[src/rtl/bcs_pkg.sv]
/*
  Shared constants and types of the breaker command sequencer: register map,
  setting limits and defaults, timer slots and packed carriers.
  Assumes a 100 MHz pclk and an APB master with 32-bit data.
*/
package bcs_pkg;

  // ***********************************************
  // Time base
  // ***********************************************
  localparam int CLK_PERIOD_NS = 10;
  localparam int TICK_PERIOD_NS = 1000000;
  localparam int TICK_CYCLES = TICK_PERIOD_NS / CLK_PERIOD_NS;

  // ***********************************************
  // Register map
  // ***********************************************
  localparam int ADDR_W = 8;
  localparam logic [7:0] REG_CTRL = 8'h00;
  localparam logic [7:0] REG_CMD = 8'h04;
  localparam logic [7:0] REG_PULSE = 8'h08;
  localparam logic [7:0] REG_OPER = 8'h0C;
  localparam logic [7:0] REG_INTER = 8'h10;
  localparam logic [7:0] REG_SYNC = 8'h14;
  localparam logic [7:0] REG_SWITCH = 8'h18;
  localparam logic [7:0] REG_SBO = 8'h1C;
  localparam logic [7:0] REG_STATUS = 8'h20;
  localparam logic [7:0] REG_COUNT = 8'h24;

  // ***********************************************
  // Settings in ms: default, minimum, maximum
  // ***********************************************
  localparam int LIM_W = 16;
  localparam logic [15:0] PULSE_DEF = 16'h012C;
  localparam logic [15:0] PULSE_MIN = 16'h0032;
  localparam logic [15:0] PULSE_MAX = 16'h03E8;
  localparam logic [15:0] OPER_DEF = 16'h00C8;
  localparam logic [15:0] OPER_MIN = 16'h000A;
  localparam logic [15:0] OPER_MAX = 16'h03E8;
  localparam logic [15:0] INTER_DEF = 16'h0064;
  localparam logic [15:0] INTER_MIN = 16'h0014;
  localparam logic [15:0] INTER_MAX = 16'h01F4;
  localparam logic [15:0] SYNC_DEF = 16'h03E8;
  localparam logic [15:0] SYNC_MIN = 16'h000A;
  localparam logic [15:0] SYNC_MAX = 16'h1388;
  localparam logic [15:0] SWITCH_DEF = 16'h0000;
  localparam logic [15:0] SWITCH_MIN = 16'h0000;
  localparam logic [15:0] SWITCH_MAX = 16'hEA60;
  localparam logic [15:0] SBO_DEF = 16'h1388;
  localparam logic [15:0] SBO_MIN = 16'h03E8;
  localparam logic [15:0] SBO_MAX = 16'h4E20;
  localparam logic [15:0] MIN_PULSE_MS = 16'h0064;
  localparam logic [15:0] OP_PULSE_MS = 16'h0096;
  localparam logic FORCED_CHECK_DEF = 1'b1;

  // ***********************************************
  // Breaker state codes
  // ***********************************************
  localparam logic [1:0] POS_INTER = 2'h0;
  localparam logic [1:0] POS_OFF = 2'h1;
  localparam logic [1:0] POS_ON = 2'h2;

  // ***********************************************
  // Timer slots
  // ***********************************************
  localparam int NUM_TIMERS = 5;
  localparam int T_PULSE = 0;
  localparam int T_OPER = 1;
  localparam int T_INTER = 2;
  localparam int T_WAIT = 3;
  localparam int T_OPP = 4;
  localparam int COUNT_W = 32;

  typedef enum logic [1:0] {
    MODEL_DIRECT_NORMAL,
    MODEL_DIRECT_ENHANCED,
    MODEL_SBO_ENHANCED
  } bcs_model_t;

  // Command word, bit 0 is open
  localparam int CMD_W = 5;
  typedef struct packed {
    logic skip_check;
    logic panel;
    logic select;
    logic close;
    logic open;
  } bcs_cmd_t;

  typedef struct packed {
    logic rejected;
    logic invalid_position;
    logic intermediate;
    logic unintended;
    logic op_pulse;
    logic selected;
    logic busy;
    logic sync_start;
    logic close_out;
    logic open_out;
    logic [1:0] code;
  } bcs_status_t;

  typedef struct packed {
    logic [15:0] pulse;
    logic [15:0] oper;
    logic [15:0] inter;
    logic [15:0] sync;
    logic [15:0] sw;
    logic [15:0] sbo;
  } bcs_limits_t;

endpackage : bcs_pkg

[src/rtl/bcs_timer_bank.sv]
/*
  Bank of millisecond up-counters, one per timer slot.
  Assumes a one-cycle ms_tick pulse on pclk; counts saturate.
*/
`timescale 1ns/1ns
module bcs_timer_bank import bcs_pkg::*; #(
  parameter int N = NUM_TIMERS,
  parameter int W = LIM_W
) (
  input wire logic pclk,
  input wire logic presetn,
  input wire logic ms_tick,
  input wire logic [N-1:0] restart,
  output logic [N-1:0][W-1:0] count
);

  for (genvar i = 0; i < N; i++) begin : g_tmr
    logic [W-1:0] cnt;
    // Restart has priority over counting
    always_ff @(posedge pclk or negedge presetn) begin
      if (!presetn) begin
        cnt <= '0;
      end else if (restart[i]) begin
        cnt <= '0;
      end else if (ms_tick && cnt != {W{1'b1}}) begin
        cnt <= cnt + 1'b1;
      end
    end
    assign count[i] = cnt;
  end

endmodule : bcs_timer_bank

[src/rtl/bcs_breaker_sequencer.sv]
/*
  Breaker command sequencer: APB settings and commands, permission and
  interlock gating, control models, timed open/close pulses, position supervision.
  Assumes inputs synchronous to pclk; pclk 100 MHz; presetn asynchronous.
*/
// Our own choices: the register offsets and the APB interface to the registers.
`timescale 1ns/1ns
module bcs_breaker_sequencer import bcs_pkg::*; #(
  parameter int TICK_DIV = TICK_CYCLES
) (
  input wire logic pclk,
  input wire logic presetn,
  input wire logic psel,
  input wire logic penable,
  input wire logic pwrite,
  input wire logic [ADDR_W-1:0] paddr,
  input wire logic [31:0] pwdata,
  output logic [31:0] prdata,
  output logic pready,
  output logic pslverr,
  input wire logic panel_permit_in,
  input wire logic master_permit_in,
  input wire logic synchronism_ok_in,
  input wire logic open_interlock_permit,
  input wire logic close_interlock_permit,
  input wire logic block_operation_in,
  input wire logic position_open_in,
  input wire logic position_closed_in,
  input wire logic external_command_seen,
  input wire logic synchro_switch_impulse_in,
  output logic open_cmd_out,
  output logic close_cmd_out,
  output logic synchro_switch_start_out,
  output logic unintended_operation_out,
  output logic intermediate_out,
  output logic operation_pulse_out,
  output logic invalid_position_out,
  output logic [1:0] breaker_state_code
);

  typedef enum logic [2:0] {
    ST_IDLE, ST_SELECTED, ST_SYNC_WAIT, ST_SWITCH_WAIT, ST_PULSE, ST_CONFIRM
  } bcs_state_t;

  bcs_state_t state, next_state;
  bcs_limits_t lim;
  bcs_model_t control_model_select;
  logic forced_check;
  logic [31:0] div_cnt;
  logic ms_tick;
  logic dir_close, dir_panel, chk_on, oper_armed, cmd_pending;
  logic rejected_flag, invalid_flag;
  logic [1:0] last_end;
  logic [COUNT_W-1:0] operation_count;
  logic [NUM_TIMERS-1:0] t_restart;
  logic [NUM_TIMERS-1:0][LIM_W-1:0] t_cnt;

  function automatic logic [15:0] clamp(input logic [31:0] v, input logic [15:0] lo,
                                        input logic [15:0] hi);
    if (v < {16'h0000, lo}) return lo;
    if (v > {16'h0000, hi}) return hi;
    return v[15:0];
  endfunction : clamp

  // ***********************************************
  // Millisecond tick
  // ***********************************************
  wire logic div_end = (div_cnt == 32'(TICK_DIV - 1));

  always_ff @(posedge pclk or negedge presetn) begin
    if (!presetn) begin
      div_cnt <= 32'h0;
      ms_tick <= 1'b0;
    end else begin
      div_cnt <= div_end ? 32'h0 : div_cnt + 32'h1;
      ms_tick <= div_end;
    end
  end

  bcs_timer_bank #(.N(NUM_TIMERS), .W(LIM_W)) u_timers (
    .pclk(pclk),
    .presetn(presetn),
    .ms_tick(ms_tick),
    .restart(t_restart),
    .count(t_cnt)
  );

  // ***********************************************
  // APB slave, one wait state
  // ***********************************************
  wire logic apb_access = psel && penable && !pready;
  wire logic apb_done = psel && penable && pready;
  wire logic wr_en = apb_done && pwrite;
  wire logic addr_hit = (paddr == REG_CTRL) || (paddr == REG_CMD) || (paddr == REG_PULSE)
                     || (paddr == REG_OPER) || (paddr == REG_INTER) || (paddr == REG_SYNC)
                     || (paddr == REG_SWITCH) || (paddr == REG_SBO)
                     || (paddr == REG_STATUS) || (paddr == REG_COUNT);
  bcs_status_t status;
  assign status = '{rejected: rejected_flag, invalid_position: invalid_flag,
                    intermediate: intermediate_out, unintended: unintended_operation_out,
                    op_pulse: operation_pulse_out, selected: state == ST_SELECTED,
                    busy: state != ST_IDLE, sync_start: synchro_switch_start_out,
                    close_out: close_cmd_out, open_out: open_cmd_out,
                    code: breaker_state_code};
  wire logic [31:0] rd_data =
      (paddr == REG_CTRL) ? {29'h0, forced_check, control_model_select} :
      (paddr == REG_PULSE) ? {16'h0, lim.pulse} :
      (paddr == REG_OPER) ? {16'h0, lim.oper} :
      (paddr == REG_INTER) ? {16'h0, lim.inter} :
      (paddr == REG_SYNC) ? {16'h0, lim.sync} :
      (paddr == REG_SWITCH) ? {16'h0, lim.sw} :
      (paddr == REG_SBO) ? {16'h0, lim.sbo} :
      (paddr == REG_STATUS) ? 32'(status) :
      (paddr == REG_COUNT) ? 32'(operation_count) : 32'h0;

  always_ff @(posedge pclk or negedge presetn) begin
    if (!presetn) begin
      pready <= 1'b0;
      pslverr <= 1'b0;
      prdata <= 32'h0;
    end else begin
      pready <= apb_access;
      pslverr <= apb_access && !addr_hit;
      prdata <= (apb_access && !pwrite) ? rd_data : 32'h0;
    end
  end

  wire logic wr_ctrl = wr_en && paddr == REG_CTRL;
  wire logic model_ok = pwdata[1:0] != 2'h3;

  always_ff @(posedge pclk or negedge presetn) begin
    if (!presetn) begin
      control_model_select <= MODEL_DIRECT_NORMAL;
      forced_check <= FORCED_CHECK_DEF;
      lim <= '{pulse: PULSE_DEF, oper: OPER_DEF, inter: INTER_DEF, sync: SYNC_DEF,
               sw: SWITCH_DEF, sbo: SBO_DEF};
    end else if (wr_en) begin
      if (wr_ctrl && model_ok) control_model_select <= bcs_model_t'(pwdata[1:0]);
      if (wr_ctrl) forced_check <= pwdata[2];
      if (paddr == REG_PULSE) lim.pulse <= clamp(pwdata, PULSE_MIN, PULSE_MAX);
      if (paddr == REG_OPER) lim.oper <= clamp(pwdata, OPER_MIN, OPER_MAX);
      if (paddr == REG_INTER) lim.inter <= clamp(pwdata, INTER_MIN, INTER_MAX);
      if (paddr == REG_SYNC) lim.sync <= clamp(pwdata, SYNC_MIN, SYNC_MAX);
      if (paddr == REG_SWITCH) lim.sw <= clamp(pwdata, SWITCH_MIN, SWITCH_MAX);
      if (paddr == REG_SBO) lim.sbo <= clamp(pwdata, SBO_MIN, SBO_MAX);
    end
  end

  // ***********************************************
  // Command gating
  // ***********************************************
  bcs_cmd_t cmd;
  assign cmd = bcs_cmd_t'(pwdata[CMD_W-1:0]);
  wire logic cmd_strobe = wr_en && paddr == REG_CMD;
  wire logic sbo = control_model_select == MODEL_SBO_ENHANCED;
  wire logic enhanced = control_model_select != MODEL_DIRECT_NORMAL;
  wire logic src_ok = cmd.panel ? panel_permit_in : master_permit_in;
  wire logic from_idle = state == ST_IDLE && cmd.select == sbo;
  wire logic from_sel = state == ST_SELECTED && !cmd.select && cmd.close == dir_close
                     && cmd.panel == dir_panel;
  wire logic accept = cmd_strobe && (cmd.open ^ cmd.close) && src_ok && !block_operation_in
                   && (from_idle || from_sel);
  wire logic go_req = accept && !(state == ST_IDLE && sbo);
  wire logic go_chk = forced_check || !cmd.skip_check;
  wire logic go_lock = !go_chk || (cmd.close ? close_interlock_permit
                                              : open_interlock_permit);
  wire logic go_sync = !cmd.close || !go_chk || synchronism_ok_in;
  wire logic reject_ev = cmd_strobe && !(accept && (!go_req || go_lock));
  wire logic held_lock = !chk_on || close_interlock_permit;

  // ***********************************************
  // Position supervision
  // ***********************************************
  wire logic end_pos = breaker_state_code == POS_OFF || breaker_state_code == POS_ON;
  wire logic op_event = end_pos && last_end != POS_INTER && breaker_state_code != last_end;
  wire logic reached = breaker_state_code == (dir_close ? POS_ON : POS_OFF);
  wire logic pulse_done = t_cnt[T_PULSE] >= lim.pulse
                       || (reached && t_cnt[T_PULSE] >= MIN_PULSE_MS);
  wire logic inval_fire = oper_armed && !reached && t_cnt[T_OPER] >= lim.oper;

  // ***********************************************
  // Sequencer
  // ***********************************************
  always_comb begin
    next_state = state;
    case (state)
      ST_IDLE, ST_SELECTED: begin
        if (accept && !go_req) begin
          next_state = ST_SELECTED;
        end else if (go_req && go_lock) begin
          next_state = go_sync ? ST_PULSE : ST_SYNC_WAIT;
        end else if (state == ST_SELECTED && t_cnt[T_WAIT] >= lim.sbo) begin
          next_state = ST_IDLE;
        end
      end
      ST_SYNC_WAIT: begin
        if (block_operation_in) begin
          next_state = ST_IDLE;
        end else if (synchronism_ok_in && held_lock) begin
          next_state = ST_PULSE;
        end else if (t_cnt[T_WAIT] >= lim.sync) begin
          next_state = (lim.sw == 16'h0000) ? ST_IDLE : ST_SWITCH_WAIT;
        end
      end
      ST_SWITCH_WAIT: begin
        if (block_operation_in) begin
          next_state = ST_IDLE;
        end else if (synchro_switch_impulse_in && held_lock) begin
          next_state = ST_PULSE;
        end else if (t_cnt[T_WAIT] >= lim.sw) begin
          next_state = ST_IDLE;
        end
      end
      ST_PULSE: begin
        if (block_operation_in || pulse_done) begin
          next_state = (oper_armed && !reached) ? ST_CONFIRM : ST_IDLE;
        end
      end
      ST_CONFIRM: begin
        if (reached || inval_fire || !oper_armed) next_state = ST_IDLE;
      end
      default: next_state = ST_IDLE;
    endcase
  end

  wire logic enter_pulse = next_state == ST_PULSE && state != ST_PULSE;
  wire logic load_cmd = accept && (state == ST_IDLE || go_req);
  wire logic next_dir_close = (accept && state == ST_IDLE) ? cmd.close : dir_close;

  assign t_restart[T_PULSE] = enter_pulse;
  assign t_restart[T_OPER] = enter_pulse;
  assign t_restart[T_INTER] = breaker_state_code != POS_INTER;
  assign t_restart[T_WAIT] = next_state != state;
  assign t_restart[T_OPP] = op_event;

  always_ff @(posedge pclk or negedge presetn) begin
    if (!presetn) begin
      state <= ST_IDLE;
      dir_close <= 1'b0;
      dir_panel <= 1'b0;
      chk_on <= 1'b1;
    end else begin
      state <= next_state;
      dir_close <= next_dir_close;
      if (accept && state == ST_IDLE) dir_panel <= cmd.panel;
      if (load_cmd) chk_on <= go_chk;
    end
  end

  always_ff @(posedge pclk or negedge presetn) begin
    if (!presetn) begin
      open_cmd_out <= 1'b0;
      close_cmd_out <= 1'b0;
      synchro_switch_start_out <= 1'b0;
      oper_armed <= 1'b0;
      invalid_position_out <= 1'b0;
    end else begin
      open_cmd_out <= next_state == ST_PULSE && !next_dir_close;
      close_cmd_out <= next_state == ST_PULSE && next_dir_close;
      synchro_switch_start_out <= next_state == ST_SWITCH_WAIT;
      invalid_position_out <= inval_fire;
      if (enter_pulse) oper_armed <= enhanced;
      else if (reached || inval_fire) oper_armed <= 1'b0;
    end
  end

  // ***********************************************
  // Position state, operation and flags
  // ***********************************************
  wire logic clr_status = wr_en && paddr == REG_STATUS;

  always_ff @(posedge pclk or negedge presetn) begin
    if (!presetn) begin
      breaker_state_code <= POS_INTER;
      last_end <= POS_INTER;
      intermediate_out <= 1'b0;
      operation_pulse_out <= 1'b0;
      operation_count <= '0;
      cmd_pending <= 1'b0;
      unintended_operation_out <= 1'b0;
      rejected_flag <= 1'b0;
      invalid_flag <= 1'b0;
    end else begin
      breaker_state_code <= {position_closed_in, position_open_in};
      if (end_pos) last_end <= breaker_state_code;
      intermediate_out <= breaker_state_code == POS_INTER
                       && t_cnt[T_INTER] > lim.inter;
      operation_pulse_out <= op_event
                          || (operation_pulse_out && t_cnt[T_OPP] < OP_PULSE_MS);
      if (op_event) operation_count <= operation_count + 1'b1;
      cmd_pending <= enter_pulse || (cmd_pending && !op_event);
      unintended_operation_out <= (op_event && !cmd_pending && !external_command_seen)
                               || (unintended_operation_out && !enter_pulse);
      rejected_flag <= reject_ev || (rejected_flag && !(clr_status && pwdata[11]));
      invalid_flag <= inval_fire || (invalid_flag && !(clr_status && pwdata[10]));
    end
  end

  // ***********************************************
  // Checks
  // ***********************************************
  chk_panel_permit: assert property (@(posedge pclk) disable iff (!presetn)
    accept && cmd.panel |-> panel_permit_in) else $error("panel command without permission");
  chk_master_permit: assert property (@(posedge pclk) disable iff (!presetn)
    accept && !cmd.panel |-> master_permit_in) else $error("master command without permit");
  chk_close_sync: assert property (@(posedge pclk) disable iff (!presetn)
    $rose(close_cmd_out) && $past(state) == ST_SYNC_WAIT |-> $past(synchronism_ok_in))
    else $error("close left sync wait without synchronism");
  chk_open_lock: assert property (@(posedge pclk) disable iff (!presetn)
    $rose(open_cmd_out) && chk_on |-> $past(open_interlock_permit))
    else $error("open issued against interlock");
  chk_block_stop: assert property (@(posedge pclk) disable iff (!presetn)
    block_operation_in |=> !$rose(open_cmd_out) && !$rose(close_cmd_out))
    else $error("switching started while blocked");
  chk_pulse_max: assert property (@(posedge pclk) disable iff (!presetn)
    open_cmd_out || close_cmd_out |-> t_cnt[T_PULSE] <= lim.pulse)
    else $error("command pulse overran its duration");
  chk_pulse_min: assert property (@(posedge pclk) disable iff (!presetn)
    $fell(open_cmd_out) && !$past(block_operation_in) |-> $past(t_cnt[T_PULSE]) >= MIN_PULSE_MS
    || $past(t_cnt[T_PULSE]) >= $past(lim.pulse))
    else $error("command pulse shorter than minimum");
  chk_switch_zero: assert property (@(posedge pclk) disable iff (!presetn)
    $rose(synchro_switch_start_out) |-> $past(lim.sw) != 16'h0000)
    else $error("synchro switch start with zero time");
  chk_state_code: assert property (@(posedge pclk) disable iff (!presetn)
    $past(presetn) |-> breaker_state_code == $past({position_closed_in, position_open_in}))
    else $error("state code does not follow positions");
  chk_busy_reject: assert property (@(posedge pclk) disable iff (!presetn)
    cmd_strobe && state inside {ST_PULSE, ST_CONFIRM, ST_SYNC_WAIT} |=> rejected_flag)
    else $error("command taken while busy");
  chk_op_count: assert property (@(posedge pclk) disable iff (!presetn)
    $rose(operation_pulse_out) |-> operation_count == $past(operation_count) + 1'b1)
    else $error("operation counter did not follow pulse");

  cov_sync_close: cover property (@(posedge pclk) disable iff (!presetn)
    state == ST_SYNC_WAIT ##1 state == ST_PULSE);
  cov_sbo_operate: cover property (@(posedge pclk) disable iff (!presetn)
    state == ST_SELECTED ##1 state == ST_PULSE);
  cov_unintended: cover property (@(posedge pclk) disable iff (!presetn)
    $rose(unintended_operation_out));
  cov_invalid: cover property (@(posedge pclk) disable iff (!presetn)
    invalid_position_out);

endmodule : bcs_breaker_sequencer

[config.mk]
export PLATFORM = sky130hd
export DESIGN_NAME = bcs_breaker_sequencer
export DESIGN_NICKNAME = d
export VERILOG_FILES = /design/src/rtl/bcs_pkg.sv /design/src/rtl/bcs_timer_bank.sv /design/src/rtl/bcs_breaker_sequencer.sv
export SDC_FILE = /design/constraint.sdc
export NUM_CORES = 1
export LEC_CHECK = 0
export ABC_AREA = 0
export BUFFER_PORTS_ARGS = -buffer_cell sky130_fd_sc_hd__buf_2
export CAP_MARGIN = 20
export CORE_ASPECT_RATIO = 1.1
export CORE_MARGIN = 4
export CORE_UTILIZATION = 30
export CTS_BUF_LIST = sky130_fd_sc_hd__clkbuf_4
export DETAILED_ROUTE_END_ITERATION = 6
export HOLD_SLACK_MARGIN = 0.1
export PLACE_DENSITY_LB_ADDON = 0.15
export RECOVER_POWER = 25
export SYNTH_ARGS = -nofsm -noshare
export SYNTH_HDL_FRONTEND = slang
export SYNTH_SLANG_ARGS = --single-unit
[constraint.sdc]
create_clock -name pclk -period 6.2 [get_ports pclk]
set_clock_uncertainty 0.15 [all_clocks]
set_input_delay 0.62 -clock pclk [delete_from_list [all_inputs] [get_ports pclk]]
set_output_delay 0.62 -clock pclk [all_outputs]
set_load 0.01 [all_outputs]
; Word level (Yosys, flattened, before mapping)
; Index checks and enable logic that the tools add are counted.
[op_classes]
n_addsub = 7
n_lt_le_gt_ge = 18
n_eq_ne = 33
muxes = 105
bitwise_logic = 1
reduce_logical = 123
[ops]
columns = operator, count
row1 = $mux 16, 33
row2 = $mux 32, 11
row3 = $add 16x1->16 const B, 5
row4 = $ge 16x16->1, 5
row5 = $ne 16x16->1 const B, 5
row6 = $add 32x1->32 const B, 2
row7 = $logic_and 1x1->1, 52
row8 = $mux 1, 45
row9 = $mux 3, 13
row10 = $eq 32x17->1 const B, 1
row11 = $eq 8x5->1 const B, 4
row12 = $gt 32x10->1 const B, 1
row13 = $gt 32x13->1 const B, 1
row14 = $gt 32x15->1 const B, 1
row15 = $gt 32x16->1 const B, 1
row16 = $gt 32x9->1 const B, 1
row17 = $lt 32x1->1 const B, 1
row18 = $lt 32x10->1 const B, 1
row19 = $lt 32x4->1 const B, 1
row20 = $lt 32x5->1 const B, 1
row21 = $lt 32x6->1 const B, 1
row22 = $logic_or 1x1->1, 27
row23 = $logic_not 1->1, 21
row24 = $reduce_bool 2->1, 9
row25 = 27 further kinds, 44
[word_totals]
regBits = 299
in_bits = 55
output_inout_bits = 43
elab_cells = 323

; Longest topological paths before layout
; Gate-level depths: netlist of the first run.
[logic_depth]
ltp_word = 18
mapped_depth = 12
mapped_depth_nobuf = 10

; Hierarchy
; A second synthesis of the first run with hierarchy kept.
[hier_totals]
hier_cells = 1776
area_unflattened_um2 = 16738.6
[modules_own_cells]
columns = mod, n_inst, cells_each, area_per_inst_um2, seq_area_each_um2
row1 = bcs_breaker_sequencer, 1, 1273, 12209.2, 5509.0
row2 = bcs_timer_bank, 1, 503, 4529.3, 2001.9

; Worst setup path before layout of the first run
; OpenSTA, ideal clock, no wires.
[synth_timing]
path_type = reg-to-reg
start = register lim[41] (netlist bit)
end = register u_timers.g_tmr[3].cnt[4]
setup_time_ns = 0.120
arrival_ns = 2.817
t_required_ns = 5.930
slack_ns = 3.113
stages_incl_launch_ff = 12
n_path_buf = 1
period_less_slack_ns = 3.087
path_cell_list = dfstp_2 > inv_1 > ha_1 > nand4_1 > or4_1 > o311ai_0 > o21bai_1 > a32oi_1 > o2111ai_1 > and4b_2 > buf_6 > and2_2
[synth_via]
elab_chain_cells = 7
elab_cells_between_ends = 8
classes_between = order compare (1) / eq/ne (1) / mux (5) / reduce/logical (1)
[synth_rtl]
columns = element, line_no
row1 = from (decl), bcs_breaker_sequencer.sv:46  ; bcs_limits_t lim;
row2 = from (signal assigned), bcs_breaker_sequencer.sv:135  ; lim <= '{pulse: PULSE_DEF, oper: OPER_DEF, inter: INTER_DEF, sync: SYNC_DEF,
row3 = $ge 16x16->1 (*), bcs_breaker_sequencer.sv:201  ; end else if (t_cnt[T_WAIT] >= lim.sync) begin
row4 = $mux 3 (*), bcs_breaker_sequencer.sv:201
row5 = $mux 3 (*), bcs_breaker_sequencer.sv:199  ; end else if (synchronism_ok_in && held_lock) begin
row6 = $mux 3 (*), bcs_breaker_sequencer.sv:197  ; if (block_operation_in) begin
row7 = $pmux 3 s5 (*), bcs_breaker_sequencer.sv:186  ; case (state)
row8 = $ne 3x3->1 (*), bcs_breaker_sequencer.sv:233  ; assign t_restart[T_WAIT] = next_state != state;
row9 = $mux 16 / $reduce_bool 2->1 (equally long branches), --
row10 = to (signal assigned), bcs_timer_bank.sv:26  ; cnt <= cnt + 1'b1;
row11 = to (decl), bcs_timer_bank.sv:18  ; logic [W-1:0] cnt;
; Mark *: on every way between the ends. The rest lies on a longest branch, timed or not.
; A chain may end at the register's enable or synchronous reset.

==> results of run 1 <==
[registers in the layout, indices dropped and copies added (netlist names), 2 cells and up]
name / count
last_end: 2
div_cnt: 32
lim: 96
control_model_select: 2
prdata: 32
operation_count: 32
state: 3
u_timers.g_tmr.cnt: 80
breaker_state_code: 2
[metal layers]
metal	global-route usage	share of wire	vias to the layer above
met2	0.277	0.44	403
met5	0	0.00013	-
met1	0.247	0.46	6420
li1	-	-	6333
met4	0.0703	0.032	2
met3	0.0452	0.068	101
[critical path: cells and delay by family]
family / cells / cell delay, ps
buf+inv: 3 / 3440
[power by group through the flow]
| stage | Clock, uW | Sequential, uW | Combinational [uW] |
|---|---|---|---|
| finish | 1980 | 2010 | 195 |
| global route | 2170 | 2010 | 220 |
| CTS | 2060 | 2010 | 201 |
| detailed placement | 0 | 2050 | 187 |
| global placement | 0 | 2050 | 184 |
| floorplan | 0 | 2030 | 79.1 |
[placed cells by master (no fill, tap or decap), types with 64 or more instances in the layout]
master / count
ha_1: 107
buf_2: 95
a21oi_1: 68
nand3_1: 64
nor2_1: 153
inv_1: 129
nand2_1: 131
clkbuf_4: 123
dfrtp_1: 276
o21ai_0: 70
xnor2_1: 81
[logic make-up after synthesis]
family                   after synthesis  synth area share
AO/OA/AOI/OAI                        311             0.131
adder cells (fa/ha/maj)              107            0.0831
AND/OR/NAND/NOR                      626             0.197
flip-flops                           299             0.466
multiplexers                          14           0.00924
buffers and inverters                179            0.0423
XOR/XNOR                             130            0.0707
[worst max path at each step]
| stage | startpoint | to | slack (ps) | depth (start not counted) |
|---|---|---|---|---|
| 2_1_floorplan | lim[41]$_DFFE_PN1P_ | u_timers.g_tmr[3].cnt[4]$_DFFE_PN0P_ | 3110 | 11 |
| 3_3_place_gp | pwdata[31] | lim[36]$_DFFE_PN0P_ | 2320 | 9 |
| 3_5_place_dp | pwdata[20] | lim[66]$_DFFE_PN0P_ | 2360 | 9 |
| 4_1_cts | lim[41]$_DFFE_PN1P_ | u_timers.g_tmr[3].cnt[14]$_DFFE_PN0P_ | 2390 | 10 |
| 5_1_grt | presetn | u_timers.g_tmr[1].cnt[14]$_DFFE_PN0P_ | 1180 | 3 |
| 6_report | presetn | u_timers.g_tmr[1].cnt[14]$_DFFE_PN0P_ | 2060 | 3 |
[area by class of cell]
class	instances	share of cell area
timing repair buffer	142	0.0480
clock inverter	37	0.0128
clock buffer	123	0.0490
sequential	299	0.399
multi-input combinational	1188	0.421
antenna	1	0.000133
inverter	129	0.0257
tap	675	0.0448
[stage by stage]
| step | instances | power (uW) | hold WS, ps | worst slack (ps) |
|---|---|---|---|---|
| floorplan | 1666 | 2110 | 174 | 3110 |
| global placement | 2403 | 2230 | 307 | 2320 |
| detailed placement | 2403 | 2230 | 318 | 2360 |
| CTS | 2590 | 4270 | 104 | 2390 |
| global route | 2594 | 4400 | 181 | 1180 |
| finish | 2594 | 4190 | 198 | 2060 |
==> results.cfg, run 1 <==
[setup_path]
cp_slowest_cell = clkbuf_1
crit_type = primary input to async pin
worstPathArrival_ps = 4130
r2r_slack_ps = 2380
r2r-start = lim[41]$_DFFE_PN1P_
setup.worst_path.end_class = async pin
slowest_delay_ps = 2360
cp_max_fo = 97
reg2reg_to = u_timers.g_tmr[3].cnt[5]$_DFFE_PN0P_
cp-start-kind = primary input
r2r_cells = 10
worstPathRequired_ps = 6190
worstPathCellList = dlygate4sd3_1, buf_8, clkbuf_1

[drt]
first_pass_iters = 7
drtIter0Drc = 1008
vias = 13300
drc_errors = 0
drtAntennaViolNets = 0
routed_wl_um = 52300
via_per_inst = 5.11
post_drt_wl_per_cell_um = 20.2

[global_route]
grt_pass1_wl_um = 80800
antenna_found_initial = 2
overflow = 0
grt_max_degree = 149
grtUsageTotal = 0.181
grt_pass1_vias = 13300

[finish]
design_area_um2 = 18800
fillCellCount = 5514
fin_nets = 2011
multiInputGateArea_um2 = 7930
syn_to_final_growth_pct = 16.9
regArea_um2 = 7510
drive_gt1_frac = 0.153
finish.utilization = 0.356

[die]
core_area_um2 = 52900
die_y_um = 251
fp.dieW_um = 229
io_pins = 98
dieArea_um2 = 57500
start_util = 0.305
num_rows = 88

[synthesis]
async_reset_ff_frac = 1.00
synth_edf_count = 0
yosys-top-cells-area = dfrtp_1 43%, ha_1 8.3%, xnor2_1 4.4%
synthTopCellsByCount = 276 x dfrtp_1, 154 x nor2_1, 131 x nand2_1, 129 x inv_1, 107 x ha_1
ys_ff_latch = 299
yosysWarnings = 0
yosysTopAreaCell = dfrtp_1
synth.top_cell.area_share = 0.429
yosysMostFrequentCell = dfrtp_1
synth.avg_cell_area_um2 = 9.67
synth_ff_type = dfrtp_1
syn_area_um2 = 16100
yosysSeqAreaShare = 0.466
ys_types = 74
syn-num-nets = 1828
synth_cells = 1666

[placement]
dp_hpwl_um = 38900
place.gp.congestion = 0.884
postPlaceCellArea_um2 = 17400
place.port_buffers = 97

[clock_network]
cts_max_path_buffers = 3
cts_hold_buf = 27
insertion_delay_ps = 820
ctsResizeCount = 0
clkSinkCount = 299
cts.clk_slew.worst_paths_ps = 60
h-tree-depth = 3
cts_root_buf = clkbuf_4
numCtsBuffers = 89
post_cts_buffers = 0
cts_tree = done

[job]
cap_violations = 1

[power_and_ir_drop]
p_leak_uw = 0.00884
p_sw_uw = 1090
pwr-share-clk = 0.473
ir_drop_mv = 0.102
p_comb_frac = 0.047
p_sw_frac = 0.261
seqPwrFrac = 0.481
intPower_uw = 3090
power_density_nw_per_um2 = 222

[timing]
slew_headroom = -1.19
min_period_ps = 4140
setup-violations-final = 0
post-route-period-util = 0.667
tightest_slew_ps = 3280
hold_viol = 0
slew_violations = 57
fmax_ghz = 0.242
rsz0062_at_grt = no
fin_setup_tns_ps = 0

[min_path]
whs_path_depth = 4
holdPathEnd = forced_check$_DFFE_PN1P_
min_from = paddr[2]
min_path_type = primary input to flip-flop

[run_status]
status = finished with violations
failed_checks = capacitance limit, slew limit
Power figures use the tool's default switching activity.
==> run 2, diff against run 1 <==
- ABC_AREA: 0 -> 1
- clock period: 6.2 -> 4 ns (I/O delays scaled with it)
==> results.cfg, run 2 <==
[drt]
drc_errors = 2
vias = 16200
drtIter0Drc = 1060
via_per_inst = 5.01
first_pass_iters = 7
post_drt_wl_per_cell_um = 18.6
drtAntennaViolNets = 0
routed_wl_um = 60300

[clock_network]
h-tree-depth = 3
clkSinkCount = 299
cts_max_path_buffers = 3
numCtsBuffers = 92
cts.clk_slew.worst_paths_ps = 60
cts_root_buf = clkbuf_4
cts_tree = done
insertion_delay_ps = 840

[synthesis]
yosys.area_share.xor_xnor = 0.0327
ys_types = 62
syn_area_um2 = 17400
synth_top_family_by_area = simple AND/OR/NAND/NOR gates
async_reset_ff_frac = 1.00
synth_ff_type = dfrtp_1
synth.avg_cell_area_um2 = 7.96
yosysWarnings = 0
synth_fa_ha_area_frac = 0.0768
synthTopCellsByCount = 354 x inv_1, 340 x nand2_1, 276 x dfrtp_1, 238 x nor2_1, 163 x o21ai_0
synth.top_cell.area_share = 0.396
syn-num-nets = 2350
yosysTopAreaCell = dfrtp_1
synth_cells = 2188
yosysSeqAreaShare = 0.431
yosys-mux-area-fraction = 0.000646
ys_ff_latch = 299
synthSimpleGateAreaFrac = 0.237
synth_edf_count = 0
yosysMostFrequentCell = inv_1
synth-compound-area-share = 0.130
yosys-top-cells-area = dfrtp_1 40%, ha_1 7.7%, inv_1 7.6%

[power_and_ir_drop]
p_sw_frac = 0.269
pwr-share-clk = 0.461
finalPower_uw = 6490
p_leak_uw = 0.0102
intPower_uw = 4740
p_comb_frac = 0.060
seqPwrFrac = 0.479
ir_drop_mv = 0.168
p_sw_uw = 1740
power_density_nw_per_um2 = 315

[finish]
layout_commonest_cell = inv_1
fillCellCount = 6068
final_cell_mix = 354 x inv_1, 340 x nand2_1, 276 x dfrtp_1
largest_register_ffs = 96
drive_gt1_frac = 0.140
reg.largest.list = lim (96), u_timers.g_tmr.cnt (80)
top_register = lim
fin_nets = 2579
syn_to_final_growth_pct = 18.1

[die]
die_y_um = 261
start_util = 0.303
dieArea_um2 = 62000
core_area_um2 = 57400
num_rows = 92
io_pins = 98
fp.dieW_um = 238

[global_route]
grtUsageTotal = 0.195
grt_pass1_wl_um = 93700
overflow = 0
grt_pass1_vias = 16200
antenna_found_initial = 1
grt_max_degree = 63

[timing]
rsz0062_at_grt = no
slew_violations = 43
fmax_ghz = 0.270
min_period_ps = 3710
tightest_slew_ps = 2830
hold_viol = 0
slew_headroom = -0.888
post-route-period-util = 0.927
fin_setup_tns_ps = 0
setup-violations-final = 0

[setup_path]
r2r-start = u_timers.g_tmr[3].cnt[15]$_DFFE_PN0P_
cp_num_buf_inv = 7
cp_slowest_cell = dlygate4sd3_1
setup.worst_path.end_class = flip-flop
worstPathCellList = dlygate4sd3_1, buf_2, nor2_1, inv_1, nor2_1, nand2_1, dlygate4sd3_1, nor2_1, dlygate4sd3_1, inv_1, nor2_1, a22oi_1, dlygate4sd3_1
crit_start = paddr[0]
worstPathRequired_ps = 4570
slowest_delay_ps = 620
cp-start-kind = primary input
cp_num_cells = 13
cp_max_fo = 5
worstPathArrival_ps = 4280
crit_type = primary input to flip-flop
r2r_cells = 16
worst_path_dominant_cell_family = buffers and inverters

[placement]
place.gp.congestion = 0.888
place.port_buffers = 97
dp_hpwl_um = 45700

[run_status]
status = finished with violations
failed_checks = DRC, capacitance limit, slew limit

[job]
cap_violations = 1

[min_path]
min_path_type = primary input to flip-flop
min_from = synchro_switch_impulse_in
whs_path_depth = 8
run 2: changes by cell type after synthesis, moves of 18 or more:
cell      change
a21oi_1      +40
a22o_1       -18
and2_1       -36
and3_1       -51
clkbuf_1     -20
inv_1       +225
inv_2        +19
nand2_1     +209
nand3_1      +40
nor2_1       +84
nor3_1       +57
o21ai_0      +93
o22ai_1      +44
xnor2_1      -73
run 2: worst reg2reg max path: cells and delay by family, from the launching register on:
family | cells | cell delay (ps)
buf+inv | 1 | 560
simple gates | 14 | 1940
flops | 1 | 480
fa+ha+maj | 1 | 370
run 2: routing by layer:
layer  vias to the layer above  wire [um]  global-route usage
met2                       566      27200               0.309
met5                         -          0                   0
met4                         0       2780              0.0936
met3                       152       3960              0.0424
met1                      7710      26300               0.253
li1                       7778          -                   -
run 2: cell families after synthesis:
| logic type | count (synthesis) |
|---|---|
| AOI/OAI and AO/OA | 396 |
| muxes | 1 |
| xor gates and xnor gates | 65 |
| adders and majority gates | 107 |
| and+or+nand+nor | 907 |
| buffers and inverters | 413 |
| DFF | 299 |
run 2: path summary, 6_finish.rpt:
kind,end,slack [ps]
worst max register to register,u_timers.g_tmr[3].cnt[15]$_DFFE_PN0P_,420
worst min register to register,operation_count[31]$_DFFE_PN0P_,310
max in group asynchronous,lim[9]$_DFFE_PN1P_,420
worst max-delay path,lim[81]$_DFFE_PN0P_,290
min in group asynchronous,lim[25]$_DFFE_PN0P_,1560
worst min-delay path,synchro_switch_start_out$_DFF_PN0_,230
run 2: timing repair:
| item | CTS | global route |
|---|---|---|
| setup endpoints to repair | 0 | 3 |
| endpoints found under the hold margin | 245 | 0 |
| setup buffers | 0 | 0 |
| hold buffers | 61 | 0 |
| resized for setup | 0 | 1 |
run 2: through the flow:
step	hold WS, ps	instance area [um^2]	utilization	std cells	setup slack (ps)
after detailed placement	305	18800	0.327	3014	439
final	227	20600	0.358	3234	292
after floorplan	-45.6	17400	-	2188	1500
after global routing	167	20600	0.358	3233	109
after global placement	296	18800	0.327	3014	444
after CTS	109	20600	0.358	3231	302
run 2: area by class of cell:
cell class              instances  area, um^2  area share
clock buffers                 137        1030      0.0500
inverters                     375        1410      0.0687
well taps                     752         941      0.0457
multi-input cells            1476        8320       0.404
diodes                          3        7.51    0.000365
repair buffers                173        1250      0.0606
clock inverters                19         106     0.00517
flip-flops and latches        299        7510       0.365
run 2: power by group through the flow:
stage,clock network (uW),registers [uW],logic [uW]
global route,3300,3110,433
global placement,0,3160,347
finish,2990,3110,387
detailed placement,0,3160,349
CTS,3140,3100,390
floorplan,0,3150,152
